<file path="src/tcu_regs.svh">
`ifndef TCU_REGS_SVH
`define TCU_REGS_SVH

// Register indices; byte address is four times the index
`define TCU_IDX_CFG1     16'hA050
`define TCU_IDX_CFG2     16'hA051
`define TCU_IDX_CFG3     16'hA052
`define TCU_IDX_PRDL     16'hA054
`define TCU_IDX_PRDH     16'hA055
`define TCU_IDX_CMPL     16'hA056
`define TCU_IDX_CMPH     16'hA057
`define TCU_IDX_STAT     16'hA058
`define TCU_IDX_MASK     16'hA059
`define TCU_IDX_CPRL     16'hA060
`define TCU_IDX_CPRH     16'hA061
`define TCU_IDX_CPFL     16'hA062
`define TCU_IDX_CPFH     16'hA063

// Field positions
`define TCU_CFG2_RSTTC   7
`define TCU_CFG2_TCPOL   3
`define TCU_CFG2_CCPOL   2
`define TCU_CFG2_TCF     1
`define TCU_CFG2_CCF     0
`define TCU_CFG3_SWCR    1
`define TCU_CFG3_SWCF    0

// Reset values
`define TCU_CFG_RST      8'h00
`define TCU_VAL_RST      16'h0000

// Output pulse widths in timer ticks
`define TCU_PULSE_SHORT  7'h10
`define TCU_PULSE_LONG   7'h40

// Bus responses
`define TCU_RESP_OKAY    2'h0
`define TCU_RESP_SLVERR  2'h2

`endif

</file>
<file path="src/tcu_pkg.sv">
package tcu_pkg;

    typedef enum logic [1:0] {
        TCU_CC_PULSE16 = 2'b00,
        TCU_CC_PULSE64 = 2'b01,
        TCU_CC_PWM     = 2'b10,
        TCU_CC_TOGGLE  = 2'b11
    } tcu_compare_output_select_t;

    typedef struct packed {
        logic       en;
        logic [2:0] cs;
        tcu_compare_output_select_t compare_output_select;
        logic       terminal_output_select;
        logic       run;
    } tcu_cfg1_t;

    typedef struct packed {
        logic ientc;
        logic iencc;
        logic qecen;
        logic cptclr;
        logic xcren;
        logic xcfen;
    } tcu_cfg3_t;

    typedef struct packed {
        logic tc;
        logic cc;
    } tcu_evt_t;

endpackage : tcu_pkg

</file>
<file path="src/tcu_top.sv">
// Design decision made here: register access over AXI4-Lite.
`timescale 1ns/1ps
`include "tcu_regs.svh"

// Summary of operation
// - Timer is a 16-bit up-counter advanced by the timer tick.
// - Tick is system clock divided by 1..128 via three-bit select.
// - Counter starts at zero and reloads to zero after terminal count.
// - Terminal-count event when counter equals active period.
// - Compare-match event when counter equals active compare value.
// - Period and compare are double-buffered, taken at period end.
// - Both events drive interrupt flags and output pins.
// - Terminal output is a pulse of 16 or 64 ticks; compare output is a 16 or 64 tick pulse, a toggle or PWM.
// - PWM mode: compare output low below compare, high at or above.
// - Two capture registers, each latches counter on its own event.
// - Captures from external edge, quadrature decoder or software.
// - Optional counter clear on capture event.
// - Disabled: counter and captures zero, event outputs low.
// - Counter advances only when enable and run are both set.
// - Period locations read back the live counter.
// - Flags set by events; software clears by writing zero to CFG2 or one to STAT.
module tcu_top
    import tcu_pkg::*;
#(
    parameter int ADDR_W = 18
) (
    input  wire logic              aclk,
    input  wire logic              aresetn,
    input  wire logic              ce,
    input  wire logic [ADDR_W-1:0] s_axi_awaddr,
    input  wire logic              s_axi_awvalid,
    output logic                   s_axi_awready,
    input  wire logic [31:0]       s_axi_wdata,
    input  wire logic [3:0]        s_axi_wstrb,
    input  wire logic              s_axi_wvalid,
    output logic                   s_axi_wready,
    output logic [1:0]             s_axi_bresp,
    output logic                   s_axi_bvalid,
    input  wire logic              s_axi_bready,
    input  wire logic [ADDR_W-1:0] s_axi_araddr,
    input  wire logic              s_axi_arvalid,
    output logic                   s_axi_arready,
    output logic [31:0]            s_axi_rdata,
    output logic [1:0]             s_axi_rresp,
    output logic                   s_axi_rvalid,
    input  wire logic              s_axi_rready,
    input  wire logic              external_capture_input,
    input  wire logic              quadrature_decoder,
    output logic                   terminal_count_event,
    output logic                   compare_match_event,
    output logic                   irq
);

    ////////////////////////////////////////////////////////////////////////////////
    tcu_cfg1_t         cfg1_r;
    tcu_cfg3_t         cfg3_r;
    logic              tcpol_r;
    logic              ccpol_r;
    tcu_evt_t          flag_r;
    tcu_evt_t          mask_r;
    logic [15:0]       timer_count_value_r;
    logic [15:0]       prd_buf_r;
    logic [15:0]       prd_act_r;
    logic [7:0]        prd_hi_r;
    logic [15:0]       cmp_buf_r;
    logic [15:0]       cmp_act_r;
    logic [7:0]        cmp_hi_r;
    logic [15:0]       capture_value_rise_r;
    logic [15:0]       capture_value_fall_r;
    logic [6:0]        presc_r;
    logic [6:0]        tc_left_r;
    logic [6:0]        cc_left_r;
    logic              cc_tgl_r;
    logic              ext_prev_r;
    logic [ADDR_W-1:0] aw_addr_r;
    logic              aw_hold_r;
    logic [7:0]        w_data_r;
    logic              w_lane_r;
    logic              w_hold_r;

    logic [15:0]       wr_idx;
    logic [15:0]       rd_idx;
    logic              wr_go;
    logic              wr_cfg1;
    logic              wr_cfg2;
    logic              wr_cfg3;
    logic              wr_stat;
    logic              rst_wr;
    logic              running;
    logic [6:0]        presc_mask;
    logic              timer_tick;
    tcu_evt_t          hit;
    logic              cap_rise_ev;
    logic              cap_fall_ev;
    logic              cnt_clr;
    logic              period_end;
    logic              cc_level;
    logic [7:0]        rd_val;

    function automatic logic is_mapped(input logic [15:0] idx);
        is_mapped = (idx == `TCU_IDX_CFG1) || (idx == `TCU_IDX_CFG2) || (idx == `TCU_IDX_CFG3) ||
                    (idx == `TCU_IDX_PRDL) || (idx == `TCU_IDX_PRDH) || (idx == `TCU_IDX_CMPL) ||
                    (idx == `TCU_IDX_CMPH) || (idx == `TCU_IDX_STAT) || (idx == `TCU_IDX_MASK) ||
                    (idx == `TCU_IDX_CPRL) || (idx == `TCU_IDX_CPRH) || (idx == `TCU_IDX_CPFL) ||
                    (idx == `TCU_IDX_CPFH);
    endfunction : is_mapped

    ////////////////////////////////////////////////////////////////////////////////
    // AXI4-Lite write path: address and data held until both are in
    assign wr_idx  = 16'(aw_addr_r[ADDR_W-1:2]);
    assign wr_go   = aw_hold_r && w_hold_r && !s_axi_bvalid && w_lane_r;
    assign wr_cfg1 = wr_go && (wr_idx == `TCU_IDX_CFG1);
    assign wr_cfg2 = wr_go && (wr_idx == `TCU_IDX_CFG2);
    assign wr_cfg3 = wr_go && (wr_idx == `TCU_IDX_CFG3);
    assign wr_stat = wr_go && (wr_idx == `TCU_IDX_STAT);
    assign rst_wr  = wr_cfg2 && w_data_r[`TCU_CFG2_RSTTC];

    always_ff @(posedge aclk) begin
        if (!aresetn) begin
            s_axi_awready <= 1'b1;
            s_axi_wready  <= 1'b1;
            s_axi_bvalid  <= 1'b0;
            s_axi_bresp   <= `TCU_RESP_OKAY;
            aw_hold_r     <= 1'b0;
            w_hold_r      <= 1'b0;
            aw_addr_r     <= '0;
            w_data_r      <= 8'h00;
            w_lane_r      <= 1'b0;
        end else if (ce) begin
            if (s_axi_awvalid && s_axi_awready) begin
                aw_addr_r     <= s_axi_awaddr;
                aw_hold_r     <= 1'b1;
                s_axi_awready <= 1'b0;
            end
            if (s_axi_wvalid && s_axi_wready) begin
                w_data_r     <= s_axi_wdata[7:0];
                w_lane_r     <= s_axi_wstrb[0];
                w_hold_r     <= 1'b1;
                s_axi_wready <= 1'b0;
            end
            if (aw_hold_r && w_hold_r && !s_axi_bvalid) begin
                aw_hold_r    <= 1'b0;
                w_hold_r     <= 1'b0;
                s_axi_bvalid <= 1'b1;
                s_axi_bresp  <= is_mapped(wr_idx) ? `TCU_RESP_OKAY : `TCU_RESP_SLVERR;
            end
            if (s_axi_bvalid && s_axi_bready) begin
                s_axi_bvalid  <= 1'b0;
                s_axi_awready <= 1'b1;
                s_axi_wready  <= 1'b1;
            end
        end
    end

    ////////////////////////////////////////////////////////////////////////////////
    // Read path: one cycle from address handshake to data
    assign rd_idx = 16'(s_axi_araddr[ADDR_W-1:2]);

    always_comb begin
        rd_val = 8'h00;
        unique case (rd_idx)
            `TCU_IDX_CFG1: rd_val = {cfg1_r.en, cfg1_r.cs, cfg1_r.compare_output_select, cfg1_r.terminal_output_select, running};
            `TCU_IDX_CFG2: rd_val = {4'h0, tcpol_r, ccpol_r, flag_r.tc, flag_r.cc};
            `TCU_IDX_CFG3: rd_val = {cfg3_r, 2'b00};
            `TCU_IDX_PRDL: rd_val = timer_count_value_r[7:0];
            `TCU_IDX_PRDH: rd_val = timer_count_value_r[15:8];
            `TCU_IDX_CMPL: rd_val = cmp_buf_r[7:0];
            `TCU_IDX_CMPH: rd_val = cmp_buf_r[15:8];
            `TCU_IDX_STAT: rd_val = {6'h00, flag_r.tc, flag_r.cc};
            `TCU_IDX_MASK: rd_val = {6'h00, mask_r.tc, mask_r.cc};
            `TCU_IDX_CPRL: rd_val = capture_value_rise_r[7:0];
            `TCU_IDX_CPRH: rd_val = capture_value_rise_r[15:8];
            `TCU_IDX_CPFL: rd_val = capture_value_fall_r[7:0];
            `TCU_IDX_CPFH: rd_val = capture_value_fall_r[15:8];
            default:       rd_val = 8'h00;
        endcase
    end

    always_ff @(posedge aclk) begin
        if (!aresetn) begin
            s_axi_arready <= 1'b1;
            s_axi_rvalid  <= 1'b0;
            s_axi_rdata   <= 32'h0000_0000;
            s_axi_rresp   <= `TCU_RESP_OKAY;
        end else if (ce) begin
            if (s_axi_arvalid && s_axi_arready) begin
                s_axi_arready <= 1'b0;
                s_axi_rvalid  <= 1'b1;
                s_axi_rdata   <= {24'h00_0000, rd_val};
                s_axi_rresp   <= is_mapped(rd_idx) ? `TCU_RESP_OKAY : `TCU_RESP_SLVERR;
            end else if (s_axi_rvalid && s_axi_rready) begin
                s_axi_rvalid  <= 1'b0;
                s_axi_arready <= 1'b1;
            end
        end
    end

    ////////////////////////////////////////////////////////////////////////////////
    // Configuration registers
    always_ff @(posedge aclk) begin
        if (!aresetn) begin
            cfg1_r  <= tcu_cfg1_t'(`TCU_CFG_RST);
            cfg3_r  <= tcu_cfg3_t'(6'h00);
            tcpol_r <= 1'b0;
            ccpol_r <= 1'b0;
            mask_r  <= tcu_evt_t'(2'b00);
        end else if (ce) begin
            if (wr_cfg1) begin
                cfg1_r <= tcu_cfg1_t'(w_data_r);
            end else if (rst_wr) begin
                cfg1_r.run <= 1'b0; // Reset command leaves the counter stopped
            end
            if (wr_cfg2) begin
                tcpol_r <= w_data_r[`TCU_CFG2_TCPOL];
                ccpol_r <= w_data_r[`TCU_CFG2_CCPOL];
            end
            if (wr_cfg3) begin
                cfg3_r <= tcu_cfg3_t'(w_data_r[7:2]);
            end
            if (wr_go && (wr_idx == `TCU_IDX_MASK)) begin
                mask_r <= tcu_evt_t'(w_data_r[1:0]);
            end
        end
    end

    // Double buffers; low byte commits the pair
    always_ff @(posedge aclk) begin
        if (!aresetn) begin
            prd_hi_r  <= 8'h00;
            prd_buf_r <= `TCU_VAL_RST;
            cmp_hi_r  <= 8'h00;
            cmp_buf_r <= `TCU_VAL_RST;
        end else if (ce) begin
            if (wr_go && (wr_idx == `TCU_IDX_PRDH)) prd_hi_r <= w_data_r;
            if (wr_go && (wr_idx == `TCU_IDX_PRDL)) prd_buf_r <= {prd_hi_r, w_data_r};
            if (wr_go && (wr_idx == `TCU_IDX_CMPH)) cmp_hi_r <= w_data_r;
            if (wr_go && (wr_idx == `TCU_IDX_CMPL)) cmp_buf_r <= {cmp_hi_r, w_data_r};
        end
    end

    ////////////////////////////////////////////////////////////////////////////////
    // Prescaler and counter
    assign running    = cfg1_r.en && cfg1_r.run;
    assign presc_mask = 7'((8'h01 << cfg1_r.cs) - 8'h01);
    assign timer_tick = running && ((presc_r & presc_mask) == presc_mask);
    assign hit.tc     = timer_tick && (timer_count_value_r == prd_act_r);
    assign hit.cc     = timer_tick && (timer_count_value_r == cmp_act_r);
    assign cap_rise_ev = cfg1_r.en && ((cfg3_r.xcren && external_capture_input && !ext_prev_r) ||
                         (cfg3_r.qecen && quadrature_decoder) ||
                         (wr_cfg3 && w_data_r[`TCU_CFG3_SWCR]));
    assign cap_fall_ev = cfg1_r.en && ((cfg3_r.xcfen && !external_capture_input && ext_prev_r) ||
                         (wr_cfg3 && w_data_r[`TCU_CFG3_SWCF]));
    assign cnt_clr    = cfg1_r.en && (rst_wr || (cfg3_r.cptclr && (cap_rise_ev || cap_fall_ev)));
    assign period_end = hit.tc && !cnt_clr;

    always_ff @(posedge aclk) begin
        if (!aresetn) begin
            presc_r <= 7'h00;
        end else if (ce) begin
            presc_r <= running ? presc_r + 7'h01 : 7'h00;
        end
    end

    always_ff @(posedge aclk) begin
        if (!aresetn) begin
            timer_count_value_r <= `TCU_VAL_RST;
        end else if (ce) begin
            if (!cfg1_r.en || cnt_clr) begin
                timer_count_value_r <= 16'h0000;
            end else if (timer_tick) begin
                timer_count_value_r <= period_end ? 16'h0000 : timer_count_value_r + 16'h0001;
            end
        end
    end

    // Active values follow the buffers directly while disabled
    always_ff @(posedge aclk) begin
        if (!aresetn) begin
            prd_act_r <= `TCU_VAL_RST;
            cmp_act_r <= `TCU_VAL_RST;
        end else if (ce) begin
            if (!cfg1_r.en || period_end) begin
                prd_act_r <= prd_buf_r;
                cmp_act_r <= cmp_buf_r;
            end
        end
    end

    ////////////////////////////////////////////////////////////////////////////////
    // Captures
    always_ff @(posedge aclk) begin
        if (!aresetn) begin
            ext_prev_r           <= 1'b0;
            capture_value_rise_r <= `TCU_VAL_RST;
            capture_value_fall_r <= `TCU_VAL_RST;
        end else if (ce) begin
            ext_prev_r <= external_capture_input;
            if (!cfg1_r.en || rst_wr) begin
                capture_value_rise_r <= 16'h0000;
                capture_value_fall_r <= 16'h0000;
            end else begin
                if (cap_rise_ev) capture_value_rise_r <= timer_count_value_r;
                if (cap_fall_ev) capture_value_fall_r <= timer_count_value_r;
            end
        end
    end

    ////////////////////////////////////////////////////////////////////////////////
    // Event outputs; registered one cycle behind the tick counters
    always_ff @(posedge aclk) begin
        if (!aresetn) begin
            tc_left_r <= 7'h00;
            cc_left_r <= 7'h00;
            cc_tgl_r  <= 1'b0;
        end else if (ce) begin
            if (!cfg1_r.en) begin
                tc_left_r <= 7'h00;
                cc_left_r <= 7'h00;
                cc_tgl_r  <= 1'b0;
            end else begin
                if (hit.tc) begin
                    tc_left_r <= cfg1_r.terminal_output_select ? `TCU_PULSE_LONG : `TCU_PULSE_SHORT;
                end else if (timer_tick && tc_left_r != 7'h00) begin
                    tc_left_r <= tc_left_r - 7'h01;
                end
                if (hit.cc) begin
                    cc_left_r <= (cfg1_r.compare_output_select == TCU_CC_PULSE64) ? `TCU_PULSE_LONG : `TCU_PULSE_SHORT;
                    cc_tgl_r  <= !cc_tgl_r;
                end else if (timer_tick && cc_left_r != 7'h00) begin
                    cc_left_r <= cc_left_r - 7'h01;
                end
            end
        end
    end

    always_comb begin
        unique case (cfg1_r.compare_output_select)
            TCU_CC_PULSE16, TCU_CC_PULSE64: cc_level = (cc_left_r != 7'h00);
            TCU_CC_PWM:                     cc_level = (timer_count_value_r >= cmp_act_r);
            TCU_CC_TOGGLE:                  cc_level = cc_tgl_r;
        endcase
    end

    always_ff @(posedge aclk) begin
        if (!aresetn) begin
            terminal_count_event <= 1'b0;
            compare_match_event  <= 1'b0;
        end else if (ce) begin
            terminal_count_event <= cfg1_r.en && ((tc_left_r != 7'h00) ^ tcpol_r);
            compare_match_event  <= cfg1_r.en && (cc_level ^ ccpol_r);
        end
    end

    ////////////////////////////////////////////////////////////////////////////////
    // Flags: event set wins over a clear in the same cycle
    always_ff @(posedge aclk) begin
        if (!aresetn) begin
            flag_r <= tcu_evt_t'(2'b00);
            irq    <= 1'b0;
        end else if (ce) begin
            flag_r.tc <= hit.tc || (flag_r.tc && !(wr_cfg2 && !w_data_r[`TCU_CFG2_TCF]) &&
                         !(wr_stat && w_data_r[`TCU_CFG2_TCF]));
            flag_r.cc <= hit.cc || (flag_r.cc && !(wr_cfg2 && !w_data_r[`TCU_CFG2_CCF]) &&
                         !(wr_stat && w_data_r[`TCU_CFG2_CCF]));
            irq <= (flag_r.tc && mask_r.tc && cfg3_r.ientc) ||
                   (flag_r.cc && mask_r.cc && cfg3_r.iencc);
        end
    end
endmodule : tcu_top

</file>
<file path="config.mk">
export PLATFORM = sky130hd
export DESIGN_NAME = tcu_top
export DESIGN_NICKNAME = d
export VERILOG_FILES = /design/src/tcu_pkg.sv /design/src/tcu_top.sv
export VERILOG_INCLUDE_DIRS = /design/src /design/src/src
export SDC_FILE = /design/constraint.sdc
export NUM_CORES = 1
export LEC_CHECK = 0
export BUFFER_PORTS_ARGS = -buffer_cell sky130_fd_sc_hd__buf_2
export CAP_MARGIN = 15
export CORE_ASPECT_RATIO = 0.75
export CORE_MARGIN = 1
export CORE_UTILIZATION = 53
export DETAILED_ROUTE_END_ITERATION = 16
export GPL_TIMING_DRIVEN = 1
export HOLD_SLACK_MARGIN = 0.06
export PLACE_DENSITY = 0.77
export SYNTH_ARGS = -nofsm -noshare
export SYNTH_HDL_FRONTEND = slang
export SYNTH_SLANG_ARGS = --single-unit
</file>
<file path="constraint.sdc">
create_clock -name aclk -period 2.3 [get_ports aclk]
set_input_delay 0.115 -clock aclk [delete_from_list [all_inputs] [get_ports aclk]]
set_output_delay 0.115 -clock aclk [all_outputs]
set_load 0.05 [all_outputs]
</file>
==> results of run 1 <==
## per-layer routing
layer	up-vias	routed length (um)	GRT usage, %
met5	-	0	0
met4	0	814	9.00
met3	64	3000	5.43
met2	484	13300	46.8
met1	4668	13600	42.2
li1	4560	-	-
## area by class of cell
type | instances | share of cell area [%]
multi-input combinational | 895 | 44.5
sequential | 216 | 34.0
timing repair buffer | 200 | 12.1
clock buffer | 32 | 5.25
tap | 253 | 2.48
inverter | 32 | 0.962
clock inverter | 6 | 0.677
## cell usage after synthesis (8+ instances only)
cell type	number
a21oi_1	107
a22o_1	38
a31oi_1	8
and3_1	8
buf_2	17
buf_4	27
clkbuf_1	54
dfxtp_1	216
ha_1	22
inv_1	32
mux2i_1	36
nand2_1	209
nand2b_1	8
nand3_1	55
nand3_2	10
nand4_1	16
nor2_1	86
nor3_1	9
o21ai_0	28
o21ai_1	17
o21ai_2	12
o31ai_1	20
xnor2_1	16
xor2_1	24
## sequential cells by signal, summed over array words and instances (netlist names), 2 cells and up
register,count
aw_addr_r,16
cfg1_r,8
s_axi_rdata,8
cmp_act_r,16
cfg3_r,6
capture_value_rise_r,16
capture_value_fall_r,16
prd_hi_r,8
cmp_buf_r,16
cmp_hi_r,8
presc_r,7
flag_r,2
cc_left_r,7
mask_r,2
w_data_r,8
timer_count_value_r,16
prd_act_r,16
prd_buf_r,16
tc_left_r,7
## placed cells by master, fill, tap and decap left out, drive strengths merged, types with 16 or more instances in the layout
| cell | count |
|---|---|
| dlygate4sd3 | 34 |
| clkbuf | 34 |
| dfxtp | 216 |
| mux2i | 36 |
| nor4 | 16 |
| xnor2 | 16 |
| a22o | 38 |
| xor2 | 24 |
| ha | 22 |
| conb | 26 |
| a21oi | 107 |
| buf | 164 |
| o21ai | 57 |
| nor2 | 86 |
| inv | 32 |
| nand4 | 17 |
| nand3 | 65 |
| nand2 | 209 |
| o31ai | 20 |
## what timing repair did
item                                   4_1_cts  5_1_grt
endpoints found under the hold margin       32        0
buffers inserted                             0       12
setup endpoints to repair                    1       90
pin swaps                                    0       14
hold buffers                                34        0
cloned                                       0        2
gates resized for setup                      1       40
## path summary, 6_finish.rpt
path                         startpoint                                   end  cells after the start
min reg2reg   prd_buf_r[4]$_SDFFE_PN0P_             prd_buf_r[4]$_SDFFE_PN0P_                      2
max          aw_addr_r[14]$_SDFFE_PN0P_  timer_count_value_r[10]$_SDFFE_PN0P_                      9
max reg2reg  aw_addr_r[14]$_SDFFE_PN0P_  timer_count_value_r[10]$_SDFFE_PN0P_                      9
min                             aresetn             s_axi_rvalid$_SDFFE_PN0P_                      3
## critical path, stage by stage (launching register included)
cell	delay, ns
dfxtp_2	0.34
nor4_4	0.25
buf_4	0.17
nand2_1	0.09
nor2_2	0.16
nand4_1	0.12
buf_6	0.16
and2_2	0.23
or4_1	0.54
a21oi_2	0.16
## cells by family after synthesis
kind of cell / share of synthesized area, %
muxes: 5.15
AOI/OAI and AO/OA: 18.0
DFF: 41.2
adders and majority gates: 2.62
xor gates and xnor gates: 3.34
buffers and inverters: 6.76
and+or+nand+nor: 22.9
other: 0.0358
## metrics by stage
stage	utilization, %	std cells	power, uW	setup slack, ns
after CTS	64.3	1620	8150	0.0243
final	65.8	1634	8180	0.0216
after floorplan	-	1255	4300	-0.00702
after global routing	65.8	1634	8410	-0.0523
after detailed placement	58.6	1548	4450	0.0173
after global placement	58.6	1548	4440	0.0776
## power groups by stage
stage / Sequential [uW] / Combinational, uW / Clock [uW]
3_5_place_dp: 3900 / 555 / 0
4_1_cts: 3810 / 604 / 3730
3_3_place_gp: 3890 / 546 / 0
2_1_floorplan: 3910 / 394 / 0
5_1_grt: 3820 / 690 / 3900
6_report: 3820 / 650 / 3710
==> impl_metrics.ini, run 1 <==
[logic_synthesis]
ys_ff_latch = 216
yosys.area.top_type = dfxtp_1
syn-cell-area_sq_mm = 0.0105
synth-edff-count = 0
synthCells = 1230
synthTopCellsByArea = dfxtp_1 (41%), nand2_1 (7.5%), a21oi_1 (5.1%)
synthDominantCellAreaShare_pct = 41.2
async_flop_share_pct = 0
synth.distinct_cells = 73
syn_avg_cell_area_sq_um = 8.53
yosys_warnings = 0
synth_seq_area_share_pct = 41.2
synth_ff_type = dfxtp_1

[power_and_ir_drop]
power.density_mw_per_mm2 = 642
power_frac_clock_pct = 45.4
p_switching_uw = 1940
comb_power_share_pct = 7.9
intPower_uw = 6240
irDropWorstVdd_v = 0.000632
p_leak_uw = 0.00504
netSwitchingFraction_pct = 23.7
p_seq_share_pct = 46.7

[critical_path]
path_class = flop to flop
regToRegSetupSlack_ns = 0.02
critPathArrivalTime_ns = 2.72
crit_fanout = 10
required_ns = 2.74
start_kind = flop
end_kind = flop

[timing]
slew_headroom_pct = 33.2
slew_violations = 0
setup_tns_ns = 0
skew_ns = 0.0100
hold_ws_ns = 0.0846
hold_violations = 0
period_needed_ns = 2.28
rsz0062_at_grt = yes
finalSetupViolations = 0
post-route-period-util_pct = 99.1
tightest_slew_ns = 0.993
max_freq_mhz = 439

[run]
cap_violations = 0

[final_layout]
insertedDiodeCount = 0
final_area_sq_mm = 0.0127
nNetsFinal = 1471
multi_input_area_sq_mm = 0.00567
drive_gt1_share_pct = 20.9
seq_area_sq_mm = 0.00434
area_growth_pct = 21.5
fill_cells = 1516

[drt]
detail_route.wl_per_cell_um = 18.8
ant_nets = 0
dr.pass1.iters = 6
vias = 9776
drcViolationCount = 0
vias_per_cell = 5.98
drt_iter0_markers = 979
wirelength_um = 30700

[clocking]
numCtsBuffers = 22
cts_buffer_depth = 3
tritoncts = yes
clock-sinks = 216
htreeDepth = 1
cts-root-buf = clkbuf_16
clkLatencyLatePin_ns = 0.50
cts.clk_slew.worst_paths_ns = 0.06

[worst_hold_path]
min_path_type = primary input to flop

[global_route]
grt_pass1_wl_um = 47500
antenna_found_initial = 0
track_usage_pct = 30.0
grt-ovfl-total = 0
grt_max_degree = 63
grt_pass1_vias = 9017

[floorplan]
core_area_sq_mm = 0.0194
die_width_um = 164
row_count = 44
pin_count = 126
fp.dieH_um = 124
start_util_pct = 54.1
die_area_sq_mm = 0.0204

[status]
status = complete, no violations

[placed_design]
dp_hpwl_um = 21000
numPortBuffers = 68
place.gp.congestion = 0.945
dpl_cell_area_sq_mm = 0.0114
Power figures use the tool's default switching activity.
==> run 2, diff against run 1 <==
--- a/config.mk
+++ b/config.mk
@@ -10,11 +10,10 @@
 export CAP_MARGIN = 15
 export CORE_ASPECT_RATIO = 0.75
 export CORE_MARGIN = 1
-export CORE_UTILIZATION = 53
+export CORE_UTILIZATION = 40
 export DETAILED_ROUTE_END_ITERATION = 16
 export GPL_TIMING_DRIVEN = 1
 export HOLD_SLACK_MARGIN = 0.06
-export PLACE_DENSITY = 0.77
 export SYNTH_ARGS = -nofsm -noshare
 export SYNTH_HDL_FRONTEND = slang
 export SYNTH_SLANG_ARGS = --single-unit
==> impl_metrics.ini, run 2 (synthesized netlist as in run 1, its figures left out) <==
[clocking]
clkLatencyLatePin_ns = 0.53
numCtsBuffers = 23
cts.clk_slew.worst_paths_ns = 0.07
htreeDepth = 1
cts_buffer_depth = 3
clock-sinks = 216
tritoncts = yes
cts-root-buf = clkbuf_16

[timing]
setup_tns_ns = -0.00658
post-route-period-util_pct = 100
max_freq_mhz = 434
finalSetupViolations = 1
slew_violations = 0
rsz0062_at_grt = yes
skew_ns = 0.0306
setup_ws_ns = -0.00658
slew_headroom_pct = 31.9
period_needed_ns = 2.31
hold_violations = 0
tightest_slew_ns = 1.01

[drt]
vias = 9435
drt_iter0_markers = 697
dr.max_layer_used = met4
drcViolationCount = 0
vias_per_cell = 5.43
met3_length_um = 2120
wl_met2_um = 13300
detail_route.wl_per_cell_um = 18.1
dr.pass1.iters = 5
ant_nets = 0
wl_met1_um = 15700
wirelength_um = 31400

[status]
violations = negative setup slack
status = finished, violations left

[critical_path]
critPathArrivalTime_ns = 2.72
cp_top_family = simple AND/OR/NAND/NOR gates
crit_chain = xor2_2, nor4_4, nand4_4, o41ai_4, buf_4, buf_12, buf_4, nand3_2, o31ai_2
required_ns = 2.72
path_class = flop to flop
crit_path_max_incr_delay_ns = 0.38
crit_buf_inv = 3
critPathMostFrequentCell = buf_4
start_kind = flop
crit_fanout = 7
slowest_stage = dfxtp_4
end_kind = flop

[global_route]
grt-ovfl-total = 0
grt_max_degree = 50
grt_pass1_wl_um = 49000
track_usage_pct = 23.0
antenna_found_initial = 0
grt_pass1_vias = 8702

[floorplan]
row_count = 50
fp.dieH_um = 142
start_util_pct = 41.4
core_area_sq_mm = 0.0253
pin_count = 126
die_width_um = 189
die_area_sq_mm = 0.0269

[placed_design]
numPortBuffers = 68
place.gp.congestion = 0.862
dpl.cell_count = 1652
dp_hpwl_um = 22200

[power_and_ir_drop]
p_switching_uw = 2060
irDropWorstVdd_v = 0.000564
p_leak_uw = 0.00516
p_seq_share_pct = 45.7
comb_power_share_pct = 8.1
power_frac_clock_pct = 46.3
netSwitchingFraction_pct = 24.7
intPower_uw = 6290
power.density_mw_per_mm2 = 639

[worst_hold_path]
min_path_type = primary input to flop

[final_layout]
nNetsFinal = 1490
insertedDiodeCount = 0
final_common_cell = nand2_1
area_growth_pct = 24.7
final_cell_mix = nand2_1 (209), dfxtp_1 (207), a21oi_1 (105)
drive_gt1_share_pct = 21.9
final_cells = 1739

[run]
cap_violations = 0
run 2: worst reg2reg max path, cell delays in order (launching register included):
cell     delay [ns]
dfxtp_4        0.38
xor2_2         0.16
nor4_4         0.37
nand4_4        0.23
o41ai_4        0.36
buf_4          0.20
buf_12         0.15
buf_4          0.14
nand3_2        0.09
o31ai_2        0.10
run 2: what timing repair did:
item | in CTS | in global routing
hold buffers | 37 | 0
resized for setup | 2 | 44
endpoints found under the setup margin | 2 | 83
setup buffers | 0 | 8
endpoints found under the hold margin | 41 | 0
gates cloned | 0 | 3
pin swaps | 0 | 9
run 2: per-stage QoR:
step / hold WS, ns / setup WS [ns] / power, uW / cell area [sq um] / utilization, %
2_1_floorplan: 0.251 / -0.00702 / 4300 / 10600 / -
3_3_place_gp: 0.356 / 0.0339 / 4460 / 11600 / 45.9
3_5_place_dp: 0.364 / -0.00102 / 4470 / 11600 / 45.9
4_1_cts: 0.137 / 0.00570 / 8350 / 12800 / 50.4
5_1_grt: 0.195 / -0.0588 / 8570 / 13100 / 51.6
6_report: 0.146 / -0.00658 / 8350 / 13100 / 51.6
run 2: layout make-up:
class | count | area [sq um]
clock buffers | 28 | 624
clock inverters | 12 | 153
fillers | 2391 | 12300
inverters | 32 | 123
multi-input cells | 895 | 5680
flip-flops and latches | 216 | 4340
well taps | 338 | 423
repair buffers | 218 | 1750
run 2: final timing paths:
check	startpoint	endpoint	slack, ns	depth (start not counted)
hold reg to reg	prd_buf_r[2]$_SDFFE_PN0P_	prd_act_r[2]$_SDFFE_PN0P_	0.44	2
setup / recovery	timer_count_value_r[4]$_SDFFE_PN0P_	cmp_act_r[3]$_SDFFE_PN0P_	-0.007	9
setup reg to reg	timer_count_value_r[4]$_SDFFE_PN0P_	cmp_act_r[3]$_SDFFE_PN0P_	-0.007	9
hold / removal	s_axi_araddr[14]	s_axi_rresp[1]$_SDFFE_PN0P_	0.15	5
run 2: power by group through the flow:
stage / Clock (uW) / Combinational, uW / Sequential, uW
2_1_floorplan: 0 / 394 / 3910
3_3_place_gp: 0 / 569 / 3890
3_5_place_dp: 0 / 574 / 3900
4_1_cts: 3910 / 626 / 3810
5_1_grt: 4040 / 719 / 3820
6_report: 3870 / 673 / 3810
run 2: per-layer routing:
| metal | global-route usage (%) | vias to the layer above |
|---|---|---|
| met5 | 0 | - |
| met1 | 35.2 | 4513 |
| met2 | 34.1 | 285 |
| met4 | 4.03 | 0 |
| li1 | - | 4609 |
| met3 | 3.65 | 28 |
==> run 3, diff against run 2 <==
==> constraint.sdc (replaced) <==
create_clock -name aclk -period 2.3 [get_ports aclk]
set_input_delay 0.345 -clock aclk [delete_from_list [all_inputs] [get_ports aclk]]
set_output_delay 0.345 -clock aclk [all_outputs]
set_load 0.05 [all_outputs]
==> impl_metrics.ini, run 3 (synthesized netlist as in run 1, its figures left out) <==
[clocking]
clock-sinks = 216
numCtsBuffers = 22
cts_buffer_depth = 3
cts.clk_slew.worst_paths_ns = 0.06
clkLatencyLatePin_ns = 0.51
cts-root-buf = clkbuf_16
htreeDepth = 1
tritoncts = yes

[critical_path]
slowest_stage = a2111oi_2
regToRegSetupSlack_ns = 0.04
crit_chain = inv_1, ha_1, nand2b_1, a2111oi_2, nor3_2, nand2_1, a31oi_1, xnor2_1, o22ai_1
start_kind = flop
crit_fanout = 3
r2r_end = compare_match_event$_SDFFE_PN0P_
end_kind = flop
critPathArrivalTime_ns = 2.65
r2r_start = timer_count_value_r[0]$_SDFFE_PN0P_
path_class = flop to flop
r2r_cells = 9
crit_path_max_incr_delay_ns = 0.42
required_ns = 2.69

[drt]
detail_route.wl_per_cell_um = 17.8
ant_nets = 0
drt_iter0_markers = 810
drcViolationCount = 0
vias = 9152
vias_per_cell = 5.42
dr.pass1.iters = 5
wirelength_um = 30000

[power_and_ir_drop]
p_leak_uw = 0.00491
p_seq_share_pct = 49.0
intPower_uw = 5890
power_frac_clock_pct = 43.5
irDropWorstVdd_v = 0.000512
comb_power_share_pct = 7.6
netSwitchingFraction_pct = 24.4
p_switching_uw = 1900
power.density_mw_per_mm2 = 625

[worst_hold_path]
holdPathEnd = w_data_r[3]$_SDFFE_PN0P_
hold_start = s_axi_wdata[3]
min_path_cells = 3
min_path_type = primary input to flop

[timing]
setup_ws_ns = 0.0410
finalSetupViolations = 0
slew_violations = 0
skew_ns = 0.0112
period_needed_ns = 2.26
hold_violations = 0
max_freq_mhz = 443
post-route-period-util_pct = 98.2
rsz0062_at_grt = yes
setup_tns_ns = 0
slew_headroom_pct = 55.4
tightest_slew_ns = 0.669
hold_ws_ns = 0.0763

[floorplan]
core_area_sq_mm = 0.0253
pin_count = 126
row_count = 50
die_width_um = 189
start_util_pct = 41.4
die_area_sq_mm = 0.0269
fp.dieH_um = 142

[final_layout]
final_cell_mix = dfxtp_1 (211), nand2_1 (208), a21oi_1 (107)
final_core_util_pct = 49.2
drive_gt1_share_pct = 21.0
final_common_cell = dfxtp_1
area_growth_pct = 18.8
nNetsFinal = 1445
insertedDiodeCount = 0

[placed_design]
dp_slack_ns = -0.00657
place.gp.congestion = 0.915
numPortBuffers = 68
dp_hpwl_um = 22100

[global_route]
grt_pass1_wl_um = 47800
grt_max_degree = 72
grt-ovfl-total = 0
track_usage_pct = 22.4
antenna_found_initial = 0
grt_pass1_vias = 8386

[status]
status = complete, no violations

[run]
cap_violations = 0
==> run 3: changes by cell type in the layout (fill, tap and decap cells not counted), sizes merged <==
cell	change
dlygate4sd3	-35
buf	-6
clkinvlp	-4
bufinv	-3
clkinv	-1
inv	-1
==> run 3: critical path: cells and delay by family, from the launching register on <==
kind,cells,cell delay [ns]
DFF,1,0.40
xor gates and xnor gates,1,0.29
and+or+nand+nor,3,0.39
adders and majority gates,1,0.31
AOI/OAI and AO/OA,3,0.68
buffers and inverters,1,0.06
==> run 3: cell type report <==
| cell class | instances | area (sq um) |
|---|---|---|
| Clock inverter | 3 | 15.0 |
| Tap cell | 338 | 423 |
| Fill cell | 2451 | 12900 |
| Clock buffer | 31 | 646 |
| Sequential cell | 216 | 4330 |
| Multi-Input combinational cell | 895 | 5680 |
| Inverter | 32 | 123 |
| Timing Repair Buffer | 174 | 1240 |
==> run 3: stage by stage <==
step | instance area (sq um) | power, uW | cells
2_1_floorplan | 10600 | 4300 | 1255
3_3_place_gp | 11600 | 4460 | 1652
3_5_place_dp | 11600 | 4460 | 1652
4_1_cts | 12300 | 7850 | 1688
5_1_grt | 12500 | 8060 | 1689
6_report | 12500 | 7790 | 1689
==> run 3: how the worst max path moves through the flow <==
stage               slack (ns)                            startpoint  depth (start not counted)                                   end
finish                    0.04   timer_count_value_r[0]$_SDFFE_PN0P_                          9      compare_match_event$_SDFFE_PN0P_
global route             -0.04   timer_count_value_r[0]$_SDFFE_PN0P_                          9      compare_match_event$_SDFFE_PN0P_
CTS                      0.005  timer_count_value_r[11]$_SDFFE_PN0P_                          8             cmp_act_r[1]$_SDFFE_PN0P_
detailed placement      -0.007   timer_count_value_r[0]$_SDFFE_PN0P_                          8             cc_left_r[6]$_SDFFE_PN0P_
global placement          0.01   timer_count_value_r[7]$_SDFFE_PN0P_                          8             cc_left_r[4]$_SDFFE_PN0P_
floorplan               -0.007             s_axi_bvalid$_SDFFE_PN0P_                          9  capture_value_fall_r[4]$_SDFFE_PN0P_
==> run 3: repair_timing <==
action | 4_1_cts | 5_1_grt
endpoints found under the setup margin | 0 | 81
hold buffers | 2 | 0
gates resized for setup | 0 | 34
setup buffers | 0 | 1
hold endpoints to repair | 2 | 0
==> run 3: power by group through the flow <==
stage	Sequential, uW	Combinational, uW	Clock, uW
after floorplan	3910	394	0
after global placement	3890	568	0
after detailed placement	3900	569	0
after CTS	3810	575	3460
after global routing	3820	634	3610
final	3810	589	3390
==> run 3: routing by layer <==
layer | routed length, um | track usage, %
met5 | 0 | 0
met4 | 504 | 4.80
met3 | 1880 | 3.16
met2 | 12400 | 33.0
met1 | 15200 | 34.3
